--- src/hw/clz_pkg.sv ---
// Purpose: Shared constants for the compare and leading-zero unit
// Assumes: 32-bit or 64-bit implementation chosen by a constant
// Notes:   Condition field bit positions follow the block's big-endian field numbering
package clz_pkg;
  localparam int unsigned WORD_W    = 64;
  localparam int unsigned IMM_W     = 16;
  localparam int unsigned FIELD_W   = 4;
  localparam int unsigned FSEL_W    = 3;
  localparam int unsigned NFIELDS   = 8;
  localparam int unsigned CNT_W     = 7;
  localparam int unsigned CR_W      = FIELD_W * NFIELDS;
  localparam int unsigned HALF_W    = 32;
  localparam logic [CNT_W-1:0]  CNTW_MAX    = 7'h20;
  // Field bit indices: bit 0 is the leftmost (most significant) bit of the field
  localparam int unsigned BIT_LT    = 0;
  localparam int unsigned BIT_GT    = 1;
  localparam int unsigned BIT_EQ    = 2;
  localparam int unsigned BIT_SO    = 3;
  localparam logic [FSEL_W-1:0] FIRST_FIELD = 3'h0;
  localparam logic [CR_W-1:0]   CR_RST      = 32'h0000_0000;
  localparam logic [WORD_W-1:0] GPR_RST     = 64'h0000_0000_0000_0000;
  localparam logic [IMM_W-1:0]  IMM_UPPER   = 16'h0000;
  localparam logic              IMPL_64     = 1'b1;

  typedef enum logic [5:0] {
    CLZ_OP_NONE = 6'h01,
    CLZ_OP_CMPI = 6'h02,
    CLZ_OP_CMPL = 6'h04,
    CLZ_OP_CMPLI= 6'h08,
    CLZ_OP_CNTW = 6'h10,
    CLZ_OP_CNTD = 6'h20
  } clz_op_e;
endpackage : clz_pkg

--- src/hw/clz_unit.sv ---
// Purpose: Compare (signed imm, unsigned reg, unsigned imm) and leading-zero count slice
// Assumes: Decoded operands arrive with op_valid for one cycle; results register one cycle later
// Notes:   Condition register is held here as eight 4-bit fields, field 0 leftmost
// Contract
// - Signed-immediate compare: left gpr versus sign-extended 16-bit immediate, one flag.
// - Unsigned register compare of left and right gpr, one flag set.
// - Unsigned-immediate compare zero-extends the 16-bit immediate before comparing.
// - Field bits: 0 less, 1 greater, 2 equal, 3 summary overflow copy.
// - Three-bit selector picks condition field zero through seven for compares.
// - Compares never alter exception register; field zero changes only if selected.
// - Word count: leading zeros from bit 0 MSB, result 0 to 32.
// - Word count with record updates field zero; without, field zero untouched.
// - Doubleword count: leading zeros of 64-bit source, result 0 to 64.
// - On 32-bit implementation doubleword count raises illegal-instruction instead.
// - Recorded doubleword count updates field zero with less-than always cleared.
`timescale 1ns/100ps
module clz_unit
  import clz_pkg::*;
(
  input  wire logic              clk,
  input  wire logic              arst_n,
  input  wire logic              op_valid,
  input  wire clz_op_e           op_sel,
  input  wire logic              width_sel,
  input  wire logic [FSEL_W-1:0] target_cr_field_sel,
  input  wire logic [WORD_W-1:0] left_input_gpr,
  input  wire logic [WORD_W-1:0] right_input_gpr,
  input  wire logic [WORD_W-1:0] count_input_gpr,
  input  wire logic [IMM_W-1:0]  imm_field,
  input  wire logic              record_flag,
  input  wire logic              xer_summary_ovf,
  output logic [CR_W-1:0]        cond_reg,
  output logic [WORD_W-1:0]      count_result,
  output logic                   count_wr,
  output logic                   cr_wr,
  output logic                   illegal_instr
);

  logic [CR_W-1:0]    cr_q;
  logic [CR_W-1:0]    cr_d;
  logic [WORD_W-1:0]  res_q;
  logic [WORD_W-1:0]  res_d;
  logic               cnt_wr_q;
  logic               cnt_wr_d;
  logic               cr_wr_q;
  logic               cr_wr_d;
  logic               ill_q;
  logic               ill_d;

  logic [WORD_W-1:0]  lhs;
  logic [WORD_W-1:0]  rhs;
  logic [WORD_W-1:0]  zero_extended_imm;
  logic [WORD_W-1:0]  sext_imm;
  logic [WORD_W-1:0]  cnt_src;
  logic [CNT_W-1:0]   lz_cnt;
  logic               less_than_flag;
  logic               greater_than_flag;
  logic               same_value_flag;
  logic               is_cmp;
  logic               is_cnt;
  logic               use_signed;
  logic               cnt_64;
  logic [FIELD_W-1:0] field_val;
  logic [FSEL_W-1:0]  dest_field;
  logic               do_cr;

  // Width-select 0 compares the low words; 1 compares full doublewords
  function automatic logic [WORD_W-1:0] narrow(input logic [WORD_W-1:0] v, input logic sgn, input logic wide);
    if (wide) begin
      narrow = v;
    end else if (sgn) begin
      narrow = {{(WORD_W-HALF_W){v[HALF_W-1]}}, v[HALF_W-1:0]};
    end else begin
      narrow = {{(WORD_W-HALF_W){1'b0}}, v[HALF_W-1:0]};
    end
  endfunction : narrow

  always_comb begin
    sext_imm          = {{(WORD_W-IMM_W){imm_field[IMM_W-1]}}, imm_field};
    zero_extended_imm = {{(WORD_W-2*IMM_W){1'b0}}, IMM_UPPER, imm_field};
    is_cmp     = (op_sel == CLZ_OP_CMPI) || (op_sel == CLZ_OP_CMPL) || (op_sel == CLZ_OP_CMPLI);
    is_cnt     = (op_sel == CLZ_OP_CNTW) || (op_sel == CLZ_OP_CNTD);
    use_signed = (op_sel == CLZ_OP_CMPI);
    cnt_64     = (op_sel == CLZ_OP_CNTD);
    lhs = narrow(left_input_gpr, use_signed, width_sel & IMPL_64);
    unique case (op_sel)
      CLZ_OP_CMPI:  rhs = narrow(sext_imm, 1'b1, width_sel & IMPL_64);
      CLZ_OP_CMPL:  rhs = narrow(right_input_gpr, 1'b0, width_sel & IMPL_64);
      CLZ_OP_CMPLI: rhs = zero_extended_imm;
      default:      rhs = GPR_RST;
    endcase
    if (use_signed) begin
      less_than_flag    = $signed(lhs) < $signed(rhs);
      greater_than_flag = $signed(lhs) > $signed(rhs);
    end else begin
      less_than_flag    = lhs < rhs;
      greater_than_flag = lhs > rhs;
    end
    same_value_flag = (lhs == rhs);
    // Word count looks at the low word only, placed at the top of the scan
    cnt_src = cnt_64 ? count_input_gpr : {count_input_gpr[HALF_W-1:0], {HALF_W{1'b1}}};
    lz_cnt  = CNT_W'(WORD_W);
    for (int i = 0; i < WORD_W; i++) begin
      if (cnt_src[i]) lz_cnt = CNT_W'(WORD_W - 1 - i);
    end
    if (!cnt_64 && lz_cnt > CNTW_MAX) lz_cnt = CNTW_MAX;
  end

  always_comb begin
    cr_d       = cr_q;
    res_d      = res_q;
    cnt_wr_d   = 1'b0;
    cr_wr_d    = 1'b0;
    ill_d      = 1'b0;
    field_val  = 4'h0;
    dest_field = FIRST_FIELD;
    do_cr      = 1'b0;
    if (op_valid && is_cmp) begin
      field_val[FIELD_W-1-BIT_LT] = less_than_flag;
      field_val[FIELD_W-1-BIT_GT] = greater_than_flag;
      field_val[FIELD_W-1-BIT_EQ] = same_value_flag;
      field_val[FIELD_W-1-BIT_SO] = xer_summary_ovf;
      dest_field = target_cr_field_sel;
      do_cr      = 1'b1;
    end else if (op_valid && cnt_64 && !IMPL_64) begin
      ill_d = 1'b1;
    end else if (op_valid && is_cnt) begin
      res_d    = {{(WORD_W-CNT_W){1'b0}}, lz_cnt};
      cnt_wr_d = 1'b1;
      // Count is never negative, so the less-than bit is always clear
      field_val[FIELD_W-1-BIT_LT] = 1'b0;
      field_val[FIELD_W-1-BIT_GT] = (lz_cnt != 7'h00);
      field_val[FIELD_W-1-BIT_EQ] = (lz_cnt == 7'h00);
      field_val[FIELD_W-1-BIT_SO] = xer_summary_ovf;
      dest_field = FIRST_FIELD;
      do_cr      = record_flag;
    end
    if (do_cr) begin
      cr_d[CR_W-1-FIELD_W*dest_field -: FIELD_W] = field_val;
      cr_wr_d = 1'b1;
    end
  end

  always_ff @(posedge clk or negedge arst_n) begin
    if (!arst_n) begin
      cr_q     <= CR_RST;
      res_q    <= GPR_RST;
      cnt_wr_q <= 1'b0;
      cr_wr_q  <= 1'b0;
      ill_q    <= 1'b0;
    end else begin
      cr_q     <= cr_d;
      res_q    <= res_d;
      cnt_wr_q <= cnt_wr_d;
      cr_wr_q  <= cr_wr_d;
      ill_q    <= ill_d;
    end
  end

  assign cond_reg      = cr_q;
  assign count_result  = res_q;
  assign count_wr      = cnt_wr_q;
  assign cr_wr         = cr_wr_q;
  assign illegal_instr = ill_q;

  // Checks
  // Reference counts scanned from the top bit down, and the fields a compare must keep
  logic [CNT_W-1:0]   ref_cntw;
  logic [CNT_W-1:0]   ref_cntd;
  logic               ref_hitw;
  logic               ref_hitd;
  logic [CR_W-1:0]    keep_mask;

  always_comb begin
    ref_cntw  = '0;
    ref_cntd  = '0;
    ref_hitw  = 1'b0;
    ref_hitd  = 1'b0;
    keep_mask = '1;
    for (int k = WORD_W - 1; k >= 0; k--) begin
      ref_hitd = ref_hitd | count_input_gpr[k];
      if (!ref_hitd) begin
        ref_cntd = ref_cntd + 1'b1;
      end
      if (k < HALF_W) begin
        ref_hitw = ref_hitw | count_input_gpr[k];
        if (!ref_hitw) begin
          ref_cntw = ref_cntw + 1'b1;
        end
      end
    end
    for (int f = 0; f < NFIELDS; f++) begin
      if (f == int'(target_cr_field_sel)) begin
        keep_mask[CR_W-1-FIELD_W*f -: FIELD_W] = '0;
      end
    end
  end

  cmp_onehot_a: assert property (@(posedge clk) disable iff (!arst_n)
    op_valid && is_cmp |=> $onehot(cr_q[CR_W-1-FIELD_W*$past(target_cr_field_sel) -: 3]))
    else $error("compare did not set exactly one flag");
  cmpl_order_a: assert property (@(posedge clk) disable iff (!arst_n)
    op_valid && op_sel == CLZ_OP_CMPL && !width_sel && left_input_gpr[31:0] > right_input_gpr[31:0]
    |=> cr_q[CR_W-2-FIELD_W*$past(target_cr_field_sel)])
    else $error("unsigned compare greater flag wrong");
  cmpi_sign_a: assert property (@(posedge clk) disable iff (!arst_n)
    op_valid && op_sel == CLZ_OP_CMPI && !width_sel && left_input_gpr[31] && !imm_field[15]
    |=> cr_q[CR_W-1-FIELD_W*$past(target_cr_field_sel)])
    else $error("signed immediate compare less flag wrong");
  cmpli_ext_a: assert property (@(posedge clk) disable iff (!arst_n)
    op_valid && op_sel == CLZ_OP_CMPLI && left_input_gpr[31:16] != 16'h0000
    |=> cr_q[CR_W-2-FIELD_W*$past(target_cr_field_sel)])
    else $error("immediate not zero extended");
  cmp_other_a: assert property (@(posedge clk) disable iff (!arst_n)
    op_valid && is_cmp && target_cr_field_sel != FIRST_FIELD |=> cr_q[CR_W-1 -: FIELD_W] == $past(cr_q[CR_W-1 -: FIELD_W]))
    else $error("field zero changed by compare to other field");
  cntw_range_a: assert property (@(posedge clk) disable iff (!arst_n)
    op_valid && op_sel == CLZ_OP_CNTW |=> count_wr && count_result <= 64'h20 &&
      ((count_result == 64'h20) == ($past(count_input_gpr[31:0]) == 32'h0000_0000)))
    else $error("word count out of range");
  cntd_zero_a: assert property (@(posedge clk) disable iff (!arst_n)
    op_valid && op_sel == CLZ_OP_CNTD && count_input_gpr[63] |=> count_result == 64'h0)
    else $error("doubleword count with top bit set not zero");
  norec_keep_a: assert property (@(posedge clk) disable iff (!arst_n)
    op_valid && is_cnt && !record_flag |=> cr_q == $past(cr_q) && !cr_wr)
    else $error("unrecorded count touched condition field");
  rec_lt_a: assert property (@(posedge clk) disable iff (!arst_n)
    op_valid && is_cnt && record_flag |=> !cr_q[CR_W-1] && cr_q[CR_W-4] == $past(xer_summary_ovf))
    else $error("recorded count field zero wrong");
  cmp_so_a: assert property (@(posedge clk) disable iff (!arst_n)
    op_valid && is_cmp |=> cr_q[CR_W-4-FIELD_W*$past(target_cr_field_sel)] == $past(xer_summary_ovf))
    else $error("summary overflow not copied");
  rec_sign_a: assert property (@(posedge clk) disable iff (!arst_n)
    op_valid && is_cnt && record_flag |=> cr_q[CR_W-3] == (count_result == 64'h0))
    else $error("recorded equal bit wrong");
  cmpi_equal_a: assert property (@(posedge clk) disable iff (!arst_n)
    op_valid && op_sel == CLZ_OP_CMPI && width_sel &&
      left_input_gpr == {{(WORD_W-IMM_W){imm_field[IMM_W-1]}}, imm_field}
    |=> cr_q[CR_W-3-FIELD_W*$past(target_cr_field_sel)])
    else $error("signed immediate compare equal flag wrong");
  cmpl_less_a: assert property (@(posedge clk) disable iff (!arst_n)
    op_valid && op_sel == CLZ_OP_CMPL && width_sel && left_input_gpr < right_input_gpr
    |=> cr_q[CR_W-1-FIELD_W*$past(target_cr_field_sel)])
    else $error("unsigned compare less flag wrong");
  cmpli_equal_a: assert property (@(posedge clk) disable iff (!arst_n)
    op_valid && op_sel == CLZ_OP_CMPLI && width_sel && left_input_gpr == {{(WORD_W-IMM_W){1'b0}}, imm_field}
    |=> cr_q[CR_W-3-FIELD_W*$past(target_cr_field_sel)])
    else $error("unsigned immediate compare equal flag wrong");
  cmpli_narrow_a: assert property (@(posedge clk) disable iff (!arst_n)
    op_valid && op_sel == CLZ_OP_CMPLI && !width_sel &&
      left_input_gpr[HALF_W-1:0] == {{(HALF_W-IMM_W){1'b0}}, imm_field}
    |=> cr_q[CR_W-3-FIELD_W*$past(target_cr_field_sel)])
    else $error("narrow unsigned immediate compare equal flag wrong");
  cmp_pulse_a: assert property (@(posedge clk) disable iff (!arst_n)
    op_valid && is_cmp |=> cr_wr && !count_wr && count_result == $past(count_result))
    else $error("compare write pulses wrong");
  cmp_mask_a: assert property (@(posedge clk) disable iff (!arst_n)
    op_valid && is_cmp |=> (cr_q & $past(keep_mask)) == ($past(cr_q) & $past(keep_mask)))
    else $error("compare changed a field it did not select");
  cr_hold_a: assert property (@(posedge clk) disable iff (!arst_n)
    !cr_wr |-> cond_reg == $past(cond_reg))
    else $error("condition register changed without a write");
  idle_quiet_a: assert property (@(posedge clk) disable iff (!arst_n)
    !op_valid || op_sel == CLZ_OP_NONE |=> !cr_wr && !count_wr && !illegal_instr)
    else $error("write pulse without an operation");
  cnt_hold_a: assert property (@(posedge clk) disable iff (!arst_n)
    !count_wr |-> count_result == $past(count_result))
    else $error("count result changed without a write");
  cntw_exact_a: assert property (@(posedge clk) disable iff (!arst_n)
    op_valid && op_sel == CLZ_OP_CNTW |=> count_result == {{(WORD_W-CNT_W){1'b0}}, $past(ref_cntw)})
    else $error("word count value wrong");
  cntw_upper_a: assert property (@(posedge clk) disable iff (!arst_n)
    op_valid && op_sel == CLZ_OP_CNTW && count_input_gpr[HALF_W-1] |=> count_result == '0)
    else $error("word count with top word bit set not zero");
  cntw_rec_a: assert property (@(posedge clk) disable iff (!arst_n)
    op_valid && op_sel == CLZ_OP_CNTW && record_flag |=> cr_wr && count_wr)
    else $error("recorded word count did not update field zero");
  rec_rest_a: assert property (@(posedge clk) disable iff (!arst_n)
    op_valid && is_cnt && record_flag |=> cr_q[CR_W-FIELD_W-1:0] == $past(cr_q[CR_W-FIELD_W-1:0]))
    else $error("recorded count touched a field other than zero");
  cntd_exact_a: assert property (@(posedge clk) disable iff (!arst_n)
    op_valid && op_sel == CLZ_OP_CNTD && IMPL_64 |=> count_result == {{(WORD_W-CNT_W){1'b0}}, $past(ref_cntd)})
    else $error("doubleword count value wrong");
  cntd_legal_a: assert property (@(posedge clk) disable iff (!arst_n)
    op_valid && op_sel == CLZ_OP_CNTD |=> illegal_instr == !IMPL_64 && count_wr == IMPL_64)
    else $error("doubleword count legality wrong");
  cntd_rec_a: assert property (@(posedge clk) disable iff (!arst_n)
    op_valid && op_sel == CLZ_OP_CNTD && IMPL_64 && record_flag |=> cr_wr && !cond_reg[CR_W-1])
    else $error("recorded doubleword count less flag set");
  rec_greater_a: assert property (@(posedge clk) disable iff (!arst_n)
    op_valid && is_cnt && record_flag |=> cr_q[CR_W-2] == (count_result != '0))
    else $error("recorded greater bit wrong");

  cmp_seen_c:  cover property (@(posedge clk) disable iff (!arst_n) op_valid && is_cmp && target_cr_field_sel == 3'h7);
  cntw_max_c:  cover property (@(posedge clk) disable iff (!arst_n) op_valid && op_sel == CLZ_OP_CNTW && count_input_gpr[31:0] == 32'h0);
  cntd_rec_c:  cover property (@(posedge clk) disable iff (!arst_n) op_valid && op_sel == CLZ_OP_CNTD && record_flag);
  cmp_narrow_c: cover property (@(posedge clk) disable iff (!arst_n) op_valid && is_cmp && !width_sel);
  back_to_back_c: cover property (@(posedge clk) disable iff (!arst_n) op_valid && is_cmp ##1 op_valid && is_cnt);

endmodule : clz_unit

--- config.mk ---
export PLATFORM = sky130hd
export DESIGN_NAME = clz_unit
export DESIGN_NICKNAME = d
export VERILOG_FILES = /design/src/hw/clz_pkg.sv /design/src/hw/clz_unit.sv
export SDC_FILE = /design/constraint.sdc
export NUM_CORES = 1
export LEC_CHECK = 0
export ABC_AREA = 1
export BUFFER_PORTS_ARGS = -buffer_cell sky130_fd_sc_hd__buf_2
export CORE_AREA = 2 2 126 128
export CTS_CLUSTER_SIZE = 20
export DETAILED_ROUTE_END_ITERATION = 8
export DIE_AREA = 0 0 128 130
export PLACE_DENSITY = 0.81
export SLEW_MARGIN = 40
export SYNTH_ARGS = -nofsm -noshare
export SYNTH_HDL_FRONTEND = slang
export SYNTH_SLANG_ARGS = --single-unit
--- constraint.sdc ---
create_clock -name clk -period 1.6 [get_ports clk]
set_clock_uncertainty 0.2 [all_clocks]
set_input_delay 0.16 -clock clk [delete_from_list [all_inputs] [get_ports clk]]
set_output_delay 0.16 -clock clk [all_outputs]
set_load 0.01 [all_outputs]
# Word-level counts from Yosys, hierarchy flattened
# Index checks and enable logic that the tools add are counted.
# totals
regBits	41
inputBits	223
word_cells	111
# classes
n_addsub	2
magnitude_cmp	5
n_eq_ne	6
shifts	2
n_mux	81
bitwise_logic	1
reduce_logical	10
# op_table
op	n
7-bit 2-to-1 mux	65
64-bit 2-to-1 mux	4
64-bit one-hot mux with 3 select lines	1
64-bit greater-than comparator	2
64-bit < comparator	2
64-bit equality test	1
4-bit by 34-bit variable shift with 35-bit output (first input constant)	1
4-bit by 34-bit indexed part select with 35-bit output	1
32-bit negation with 34-bit output	1
32-bit bitwise mux	1
7-bit by 6-bit greater-than comparator with 1-bit output (second input constant)	1
7-bit logical NOT	1
1-bit 2-to-1 mux	7
7-bit nonzero test	1
6-bit by 2-bit equality test with 1-bit output (second input constant)	1
6-bit by 3-bit equality test with 1-bit output (second input constant)	1
6-bit by 4-bit equality test with 1-bit output (second input constant)	1
6-bit by 5-bit equality test with 1-bit output (second input constant)	1
6-bit equality test (second input constant)	1
3-bit 2-to-1 mux	2
5-bit by 5-bit subtractor with 6-bit output (first input constant)	1
4-bit 2-to-1 mux	1
1-bit logical AND	3
1-bit logical OR	3
other kinds (3)	3

# Longest topological paths before layout
# Gate-level depths: netlist of run 1.
# depth
depth_word	74
mapped_depth	65
depth_no_buf	65

# Worst setup path before layout of run 1
# OpenSTA, ideal clock, no wires.
# synth_timing
kind	in2reg
from	in op_sel[0]
to	reg cr_q[22] (netlist: cond_reg[22])
setup_ns	0.064
arrival_time_ns	3.115
t_required_ns	1.336
setup_slack_ns	-1.779
cell_stages	22
path_buffers	1
cell_sequence	nor2_1 > nand4_1 > inv_2 > clkbuf_1 > nand2_1 > nand2_1 > inv_1 > ha_1 > nand2_1 > nor4_1 > nor4b_1 > o21ai_1 > o2111ai_1 > nand3_1 > nand2_1 > xor2_1 > nand2_1 > nand2_1 > inv_2 > nand2_1 > o21ai_0 > inv_1
# synth_via
elab_chain_len	74
# synth_lines
element	line_no	rtl
from (decl)	clz_unit.sv:23	input wire clz_op_e op_sel,
6-bit equality test	clz_unit.sv:82, clz_unit.sv:84	
64-bit 2-to-1 mux	clz_unit.sv:101	cnt_src = cnt_64 ? count_input_gpr : {count_input_gpr[HALF_W-1:0], {HALF_W{1'b1}}};
7-bit 2-to-1 mux (64 in series)	clz_unit.sv:104	if (cnt_src[i]) lz_cnt = CNT_W'(WORD_W - 1 - i);
7-bit by 6-bit greater-than comparator with 1-bit output	clz_unit.sv:106	if (!cnt_64 && lz_cnt > CNTW_MAX) lz_cnt = CNTW_MAX;
1-bit logical AND	clz_unit.sv:106	
7-bit 2-to-1 mux	clz_unit.sv:106	
7-bit logical NOT or 7-bit nonzero test (tied branches)	clz_unit.sv:133, clz_unit.sv:132	
3-bit 2-to-1 mux	clz_unit.sv:127	end else if (op_valid && is_cnt) begin
4-bit 2-to-1 mux	clz_unit.sv:118	if (op_valid && is_cmp) begin
4-bit by 34-bit indexed part select with 35-bit output	clz_unit.sv:139	cr_d[CR_W-1-FIELD_W*dest_field -: FIELD_W] = field_val;
32-bit bitwise mux	clz_unit.sv:139	
to (signal assigned)	clz_unit.sv:152	cr_q <= cr_d;
to (decl)	clz_unit.sv:39	logic [CR_W-1:0] cr_q;
# Several ways; a longest one is shown, not always the timed one.
# A chain may end at the register's enable or synchronous reset.

# Worst setup path after layout of run 1
# layout_timing
from	in count_input_gpr[2]
to	reg res_q[0] (netlist: count_result[0])
# layout_via
elab_chain_len	66
# layout_lines
element	line_no	rtl
from (decl)	clz_unit.sv:28	input wire logic [WORD_W-1:0] count_input_gpr,
64-bit 2-to-1 mux *	clz_unit.sv:101	
7-bit 2-to-1 mux (32 in series)	clz_unit.sv:104	
7-bit 2-to-1 mux * (30 in series)	clz_unit.sv:104	
7-bit by 6-bit greater-than comparator with 1-bit output	clz_unit.sv:106	
1-bit logical AND	clz_unit.sv:106	
7-bit 2-to-1 mux *	clz_unit.sv:106	
to (signal assigned)	clz_unit.sv:153	res_q <= res_d;
to (decl)	clz_unit.sv:41	logic [WORD_W-1:0] res_q;
# Every way passes the cells marked *; elsewhere a longest branch is shown, timed or not.

==> impl_metrics.py, run 1 <==
metrics = {
    "cells_and_area": {
        "antennaDiodeCount": 0,
        "area_growth_pct": 70.5,
        "final_design_area_no_fill_sq_mm": 0.0102,
        "drive_above_1_share_pct": 48.4,
        "multi_input_area_sq_mm": 0.00488,
        "nFillCells": 1188,
        "layout.cells.non_filler": 1568,
        "ff_latch_area_sq_mm": 0.00103,
        "largest_reg_flops": 32,
        "fin_nets": 1662,
    },
    "setup_path": {
        "worstPathMaxFanout": 2,
        "critPathCaptureType": "register",
        "timing.rr.start": "cond_reg[9]",
        "crit_family": "simple AND/OR/NAND/NOR gates",
        "path_class": "input port to register",
        "crit_top_cell": "nand2_1",
        "critPathBufInv": 2,
        "critPathRequiredTime_ns": 1.57,
        "arrival_ns": 3.48,
        "critical_path.max_stage_delay_ns": 0.13,
        "reg2reg_slack_ns": 0.64,
        "start_kind": "input port",
        "startpoint": "count_input_gpr[2]",
        "crit_slowest_cell": "buf_2",
    },
    "synth": {
        "synth-edff-count": 0,
        "syn_area_per_cell_sq_um": 6.36,
        "ys_async_sr_fraction_pct": 100,
        "synth_ff_type": "dfrtp_1",
        "post-synth-top-count-cell": "nand2_1",
        "synth.distinct_cells": 47,
        "yosysTopAreaCell": "dfrtp_1",
        "yosysWarnings": 0,
        "synthTopCellsByCount": "264 x nand2_1, 131 x inv_1, 64 x ha_1",
        "synthTopCellsByArea": "dfrtp_1 17%, nand2_1 17%, ha_1 13%",
        "syn_area_sq_mm": 0.00599,
        "synth_top_area_share_pct": 17.1,
        "synthCells": 941,
        "yosysSeqAreaShare_pct": 17.1,
        "synth_seq_cells": 41,
    },
    "timing": {
        "setup_slack_ns": -1.91,
        "drv_slew": 0,
        "period_share_pct": 219,
        "grt_setup_unrepaired": "true",
        "hold_viol": 0,
        "timing.final.crit_period_ns": 3.51,
        "finalSetupViolations": 39,
        "fmax_mhz": 285,
    },
    "global_route": {
        "antenna_found_initial": 0,
        "grt_first_pass_wirelength_mm": 34.1,
        "grt_pass1_vias": 7430,
        "grt_overflow": 0,
        "grtUsageTotal_pct": 25.2,
        "grt_max_degree": 37,
    },
    "pwr": {
        "switching_power_mw": 1.44,
        "p_comb_share_pct": 46.5,
        "design_power_total_mw": 4.00,
        "seq_power_share_pct": 29.2,
        "p_leak_nw": 5.54,
        "p_clk_share_pct": 24.3,
        "ir_drop_mv": 0.722,
        "p_sw_share_pct": 35.9,
        "power_density_mw_per_mm2": 392,
        "cell_internal_pwr_mw": 2.57,
    },
    "place": {
        "place_area_sq_mm": 0.00853,
        "gp_congestion": 0.896,
        "port_buffers": 263,
        "dp_hpwl_mm": 17.1,
        "dpl.cell_count": 1516,
    },
    "die": {
        "die_y_microns": 130,
        "start_util_pct": 38.8,
        "io_pins": 322,
        "die-area_sq_mm": 0.0166,
        "rows": 46,
        "fp.dieW_microns": 128,
        "core_area_sq_mm": 0.0154,
    },
    "min_path": {
        "hp-class": "input port to register",
        "min_from": "count_input_gpr[62]",
    },
    "clocking": {
        "htree_levels": 2,
        "numCtsBuffers": 5,
        "clock_path_buffers": 2,
        "cts.sinks": 41,
        "root_buffer": "clkbuf_16",
        "worstSkewPairLatency_ns": 0.28,
        "clkSlewWorstSetupHoldPaths_ns": 0.06,
        "tritoncts": "yes",
    },
    "outcome": {
        "status": "finished with violations",
        "violations": "negative setup slack",
    },
    "route": {
        "finalWirelength_mm": 24.2,
        "viasPerCell": 5.08,
        "drt_iter0_drc": 377,
        "drc": 0,
        "ant_nets": 0,
        "first_pass_iters": 7,
        "vias": 7969,
        "wl_per_cell_microns": 15.4,
    },
    "job": {
        "cap_violations": 0,
    },
}
==> routing by layer <==
layer | track usage [%] | up-vias | part of all wire, %
met5 | 0 | - | 0
met4 | 9.44 | 0 | 3.2
met3 | 3.08 | 65 | 7.2
met2 | 47.3 | 414 | 51
met1 | 29.4 | 3673 | 38
li1 | - | 3817 | -
==> area by class of cell <==
type	instances	share of cell area, %
Timing Repair Buffer	456	31.1
Clock inverter	2	0.0981
Clock buffer	6	1.26
Multi-Input combinational cell	712	47.9
Tap cell	192	2.35
Sequential cell	41	10.1
Inverter	159	7.23
==> logic make-up after synthesis <==
kind of cell,Yosys count,synth area share (%)
and+or+nand+nor,374,25.4
buffers and inverters,246,22.1
AOI/OAI and AO/OA,205,20.2
adders and majority gates,64,13.4
DFF,41,17.1
muxes,8,1.44
xor gates and xnor gates,2,0.293
other,1,0.0626
==> power groups by stage <==
stage / Combinational (mW) / Sequential [mW] / Clock (mW)
detailed placement: 1.53 / 1.17 / 0
global placement: 1.49 / 1.17 / 0
global route: 2.04 / 1.18 / 1.00
finish: 1.86 / 1.17 / 0.971
floorplan: 0.820 / 1.20 / 0
CTS: 1.68 / 1.16 / 0.961
==> final timing paths <==
check | endpoint | depth (start not counted)
max | count_result[0] | 65
min | count_result[0] | 5
max reg2reg | cond_reg[9] | 1
min reg2reg | cond_reg[30] | 2
max in group asynchronous | cond_reg[23] | 3
min in group asynchronous | cond_reg[11] | 2
==> repair_timing <==
item	4_1_cts	5_1_grt
hold buffers	2	0
setup buffers	25	15
pin swaps	55	40
endpoints found under the hold margin	26	0
endpoints found under the setup margin	40	39
gates resized for setup	144	104
cloned	4	1
==> per-stage QoR <==
stage               hold WS, ns  TNS, ns  utilization, %  setup slack (ns)
detailed placement      -0.0708   -65.88            55.3             -2.21
global route              0.110   -55.05            66.2             -2.58
finish                   0.0575   -49.56            66.2             -1.91
global placement        -0.0713   -64.31            55.3             -2.20
CTS                      0.0645   -45.31            62.0             -1.83
floorplan                -0.336   -39.41               -             -1.62
==> placed cells by master (no fill, tap or decap), drive strengths merged, types with 8 or more instances in the layout <==
cell type	n
o21ai	100
nand2	265
ha	64
buf	452
a21oi	60
dfrtp	41
nand3	21
nand4	13
a22oi	15
conb	58
inv	148
nor3	8
nor2	60
(Power assumes the default switching activity.)
==> run 2: changes to the inputs <==
--- a/config.mk
+++ b/config.mk
@@ -8,6 +8,7 @@
 export ABC_AREA = 1
 export BUFFER_PORTS_ARGS = -buffer_cell sky130_fd_sc_hd__buf_2
 export CORE_AREA = 2 2 126 128
+export CTS_BUF_LIST = sky130_fd_sc_hd__clkbuf_8
 export CTS_CLUSTER_SIZE = 20
 export DETAILED_ROUTE_END_ITERATION = 8
 export DIE_AREA = 0 0 128 130
==> run 2 against run 1 <==
- the flow still finishes with violations (negative setup slack)
- sequential share of layout area barely moved
- cell area up 0.43%
- register-to-register slack barely moved
- non-clock buffer count rose by 10
- fmax down 7.4%
- first-iteration DRC count grew 28%
- largest power group unchanged
- utilization is 0.28 points higher
- total power is 7.4% lower
- highest routed layer unchanged
- via count up 1.4%
- sequential power barely moved
- sequential cell count is the same
==> impl_metrics.py, run 2 (synthesized netlist as in run 1, its figures left out) <==
metrics = {
    "outcome": {
        "status": "finished with violations",
        "violations": "negative setup slack",
    },
    "route": {
        "drc": 0,
        "finalWirelength_mm": 24.6,
        "vias": 8083,
        "topRoutingLayerUsed": "met4",
        "routed-wl-met3_mm": 1.91,
        "m1WireLength_mm": 9.22,
        "ant_nets": 0,
        "first_pass_iters": 5,
        "drt_iter0_drc": 482,
        "met2WireLength_mm": 12.6,
        "wl_per_cell_microns": 15.6,
        "viasPerCell": 5.12,
    },
    "setup_path": {
        "path_class": "input port to register",
        "crit_slowest_cell": "buf_8",
        "worstPathMaxFanout": 2,
        "start_kind": "input port",
        "critical_path.max_stage_delay_ns": 0.09,
        "reg2reg_slack_ns": 0.63,
        "timing.rr.start": "cond_reg[9]",
        "crit_top_cell": "nand2_1",
        "critPathCaptureType": "register",
        "critPathRequiredTime_ns": 1.59,
        "r2r-end": "cond_reg[9]",
        "arrival_ns": 3.77,
        "r2r_cells": 1,
    },
    "timing": {
        "drv_slew": 0,
        "fmax_mhz": 264,
        "period_share_pct": 237,
        "timing.final.crit_period_ns": 3.79,
        "setup_slack_ns": -2.19,
        "grt_setup_unrepaired": "true",
        "hold_viol": 0,
        "finalSetupViolations": 39,
    },
    "clocking": {
        "tritoncts": "yes",
        "root_buffer": "clkbuf_8",
        "htree_levels": 2,
        "cts.sinks": 41,
        "worstSkewPairLatency_ns": 0.30,
        "numCtsBuffers": 5,
        "clkSlewWorstSetupHoldPaths_ns": 0.07,
        "clock_path_buffers": 2,
    },
    "pwr": {
        "design_power_total_mw": 3.71,
        "power_density_mw_per_mm2": 362,
        "ir_drop_mv": 0.596,
        "p_leak_nw": 5.55,
    },
    "job": {
        "cap_violations": 0,
    },
    "place": {
        "dp_hpwl_mm": 17.1,
        "gp_congestion": 0.896,
        "port_buffers": 263,
        "dpl.cell_count": 1516,
    },
    "cells_and_area": {
        "antennaDiodeCount": 0,
        "largest_reg_flops": 32,
        "layout.cells.non_filler": 1578,
        "drive_above_1_share_pct": 50.1,
        "final_common_cell": "buf_2",
        "area_growth_pct": 71.2,
        "fin_nets": 1672,
        "layout_common_cells": "256 x buf_2, 221 x nand2_1, 150 x buf_4, 118 x inv_1, 58 x conb_1",
    },
    "min_path": {
        "hold_depth": 5,
        "min_from": "count_input_gpr[62]",
        "hp-class": "input port to register",
        "holdPathEnd": "count_result[0]",
    },
    "global_route": {
        "grtUsageTotal_pct": 25.1,
        "grt_first_pass_wirelength_mm": 34.0,
        "grt_pass1_vias": 7389,
        "grt_max_degree": 37,
        "grt_overflow": 0,
        "antenna_found_initial": 0,
    },
    "die": {
        "fp.dieW_microns": 128,
        "rows": 46,
        "start_util_pct": 38.8,
        "die-area_sq_mm": 0.0166,
        "die_y_microns": 130,
        "core_area_sq_mm": 0.0154,
        "io_pins": 322,
    },
}
[run 2: through the flow]
step / cell area [sq um] / TNS [ns] / worst slack, ns / utilization, % / hold WS (ns)
after CTS: 9540 / -44.97 / -1.81 / 61.9 / 0.0450
after global routing: 10200 / -53.16 / -2.71 / 66.4 / 0.0888
after floorplan: 6470 / -39.41 / -1.62 / - / -0.336
final: 10200 / -48.16 / -2.19 / 66.4 / 0.0499
after detailed placement: 8530 / -65.88 / -2.21 / 55.3 / -0.0708
after global placement: 8530 / -64.31 / -2.20 / 55.3 / -0.0713
[run 2: repair_timing]
action,4_1_cts,5_1_grt
setup endpoints to repair,40,40
resized for setup,143,129
cloned,4,2
setup buffers,30,22
hold buffers,2,0
endpoints found under the hold margin,33,0
pin swaps,59,61
[run 2: cell type report]
| cell class | count | area [sq um] |
|---|---|---|
| multi-input combinational | 712 | 4920 |
| timing repair buffer | 466 | 3250 |
| tap | 192 | 240 |
| inverter | 159 | 728 |
| fill | 1179 | 5180 |
| sequential | 41 | 1030 |
| clock buffer | 5 | 68.8 |
| clock inverter | 3 | 13.8 |
[run 2: worst max-delay path by stage]
stage                                  start         endpoint  slack (ns)
after floorplan           count_input_gpr[1]  count_result[0]       -1.62
after global placement             op_sel[5]     cond_reg[15]       -2.20
after detailed placement           op_sel[5]     cond_reg[15]       -2.21
after CTS                 count_input_gpr[1]  count_result[0]       -1.81
after global routing      count_input_gpr[1]  count_result[0]       -2.71
final                     count_input_gpr[1]  count_result[0]       -2.19
[run 2: critical path, delay by kind of cell]
family,cells,cell delay (ns)
simple gates,64,3.50
buf+inv,2,0.12
[run 2: power breakdown]
part           switching, mW  internal, mW
logic                  0.991         0.891
clock network          0.363         0.296
registers             0.0552          1.11
[run 2: layer usage]
metal / track usage (%) / vias up
met3: 3.40 / 79
met2: 47.2 / 442
met5: 0 / -
met1: 29.2 / 3735
met4: 9.18 / 0
li1: - / 3827
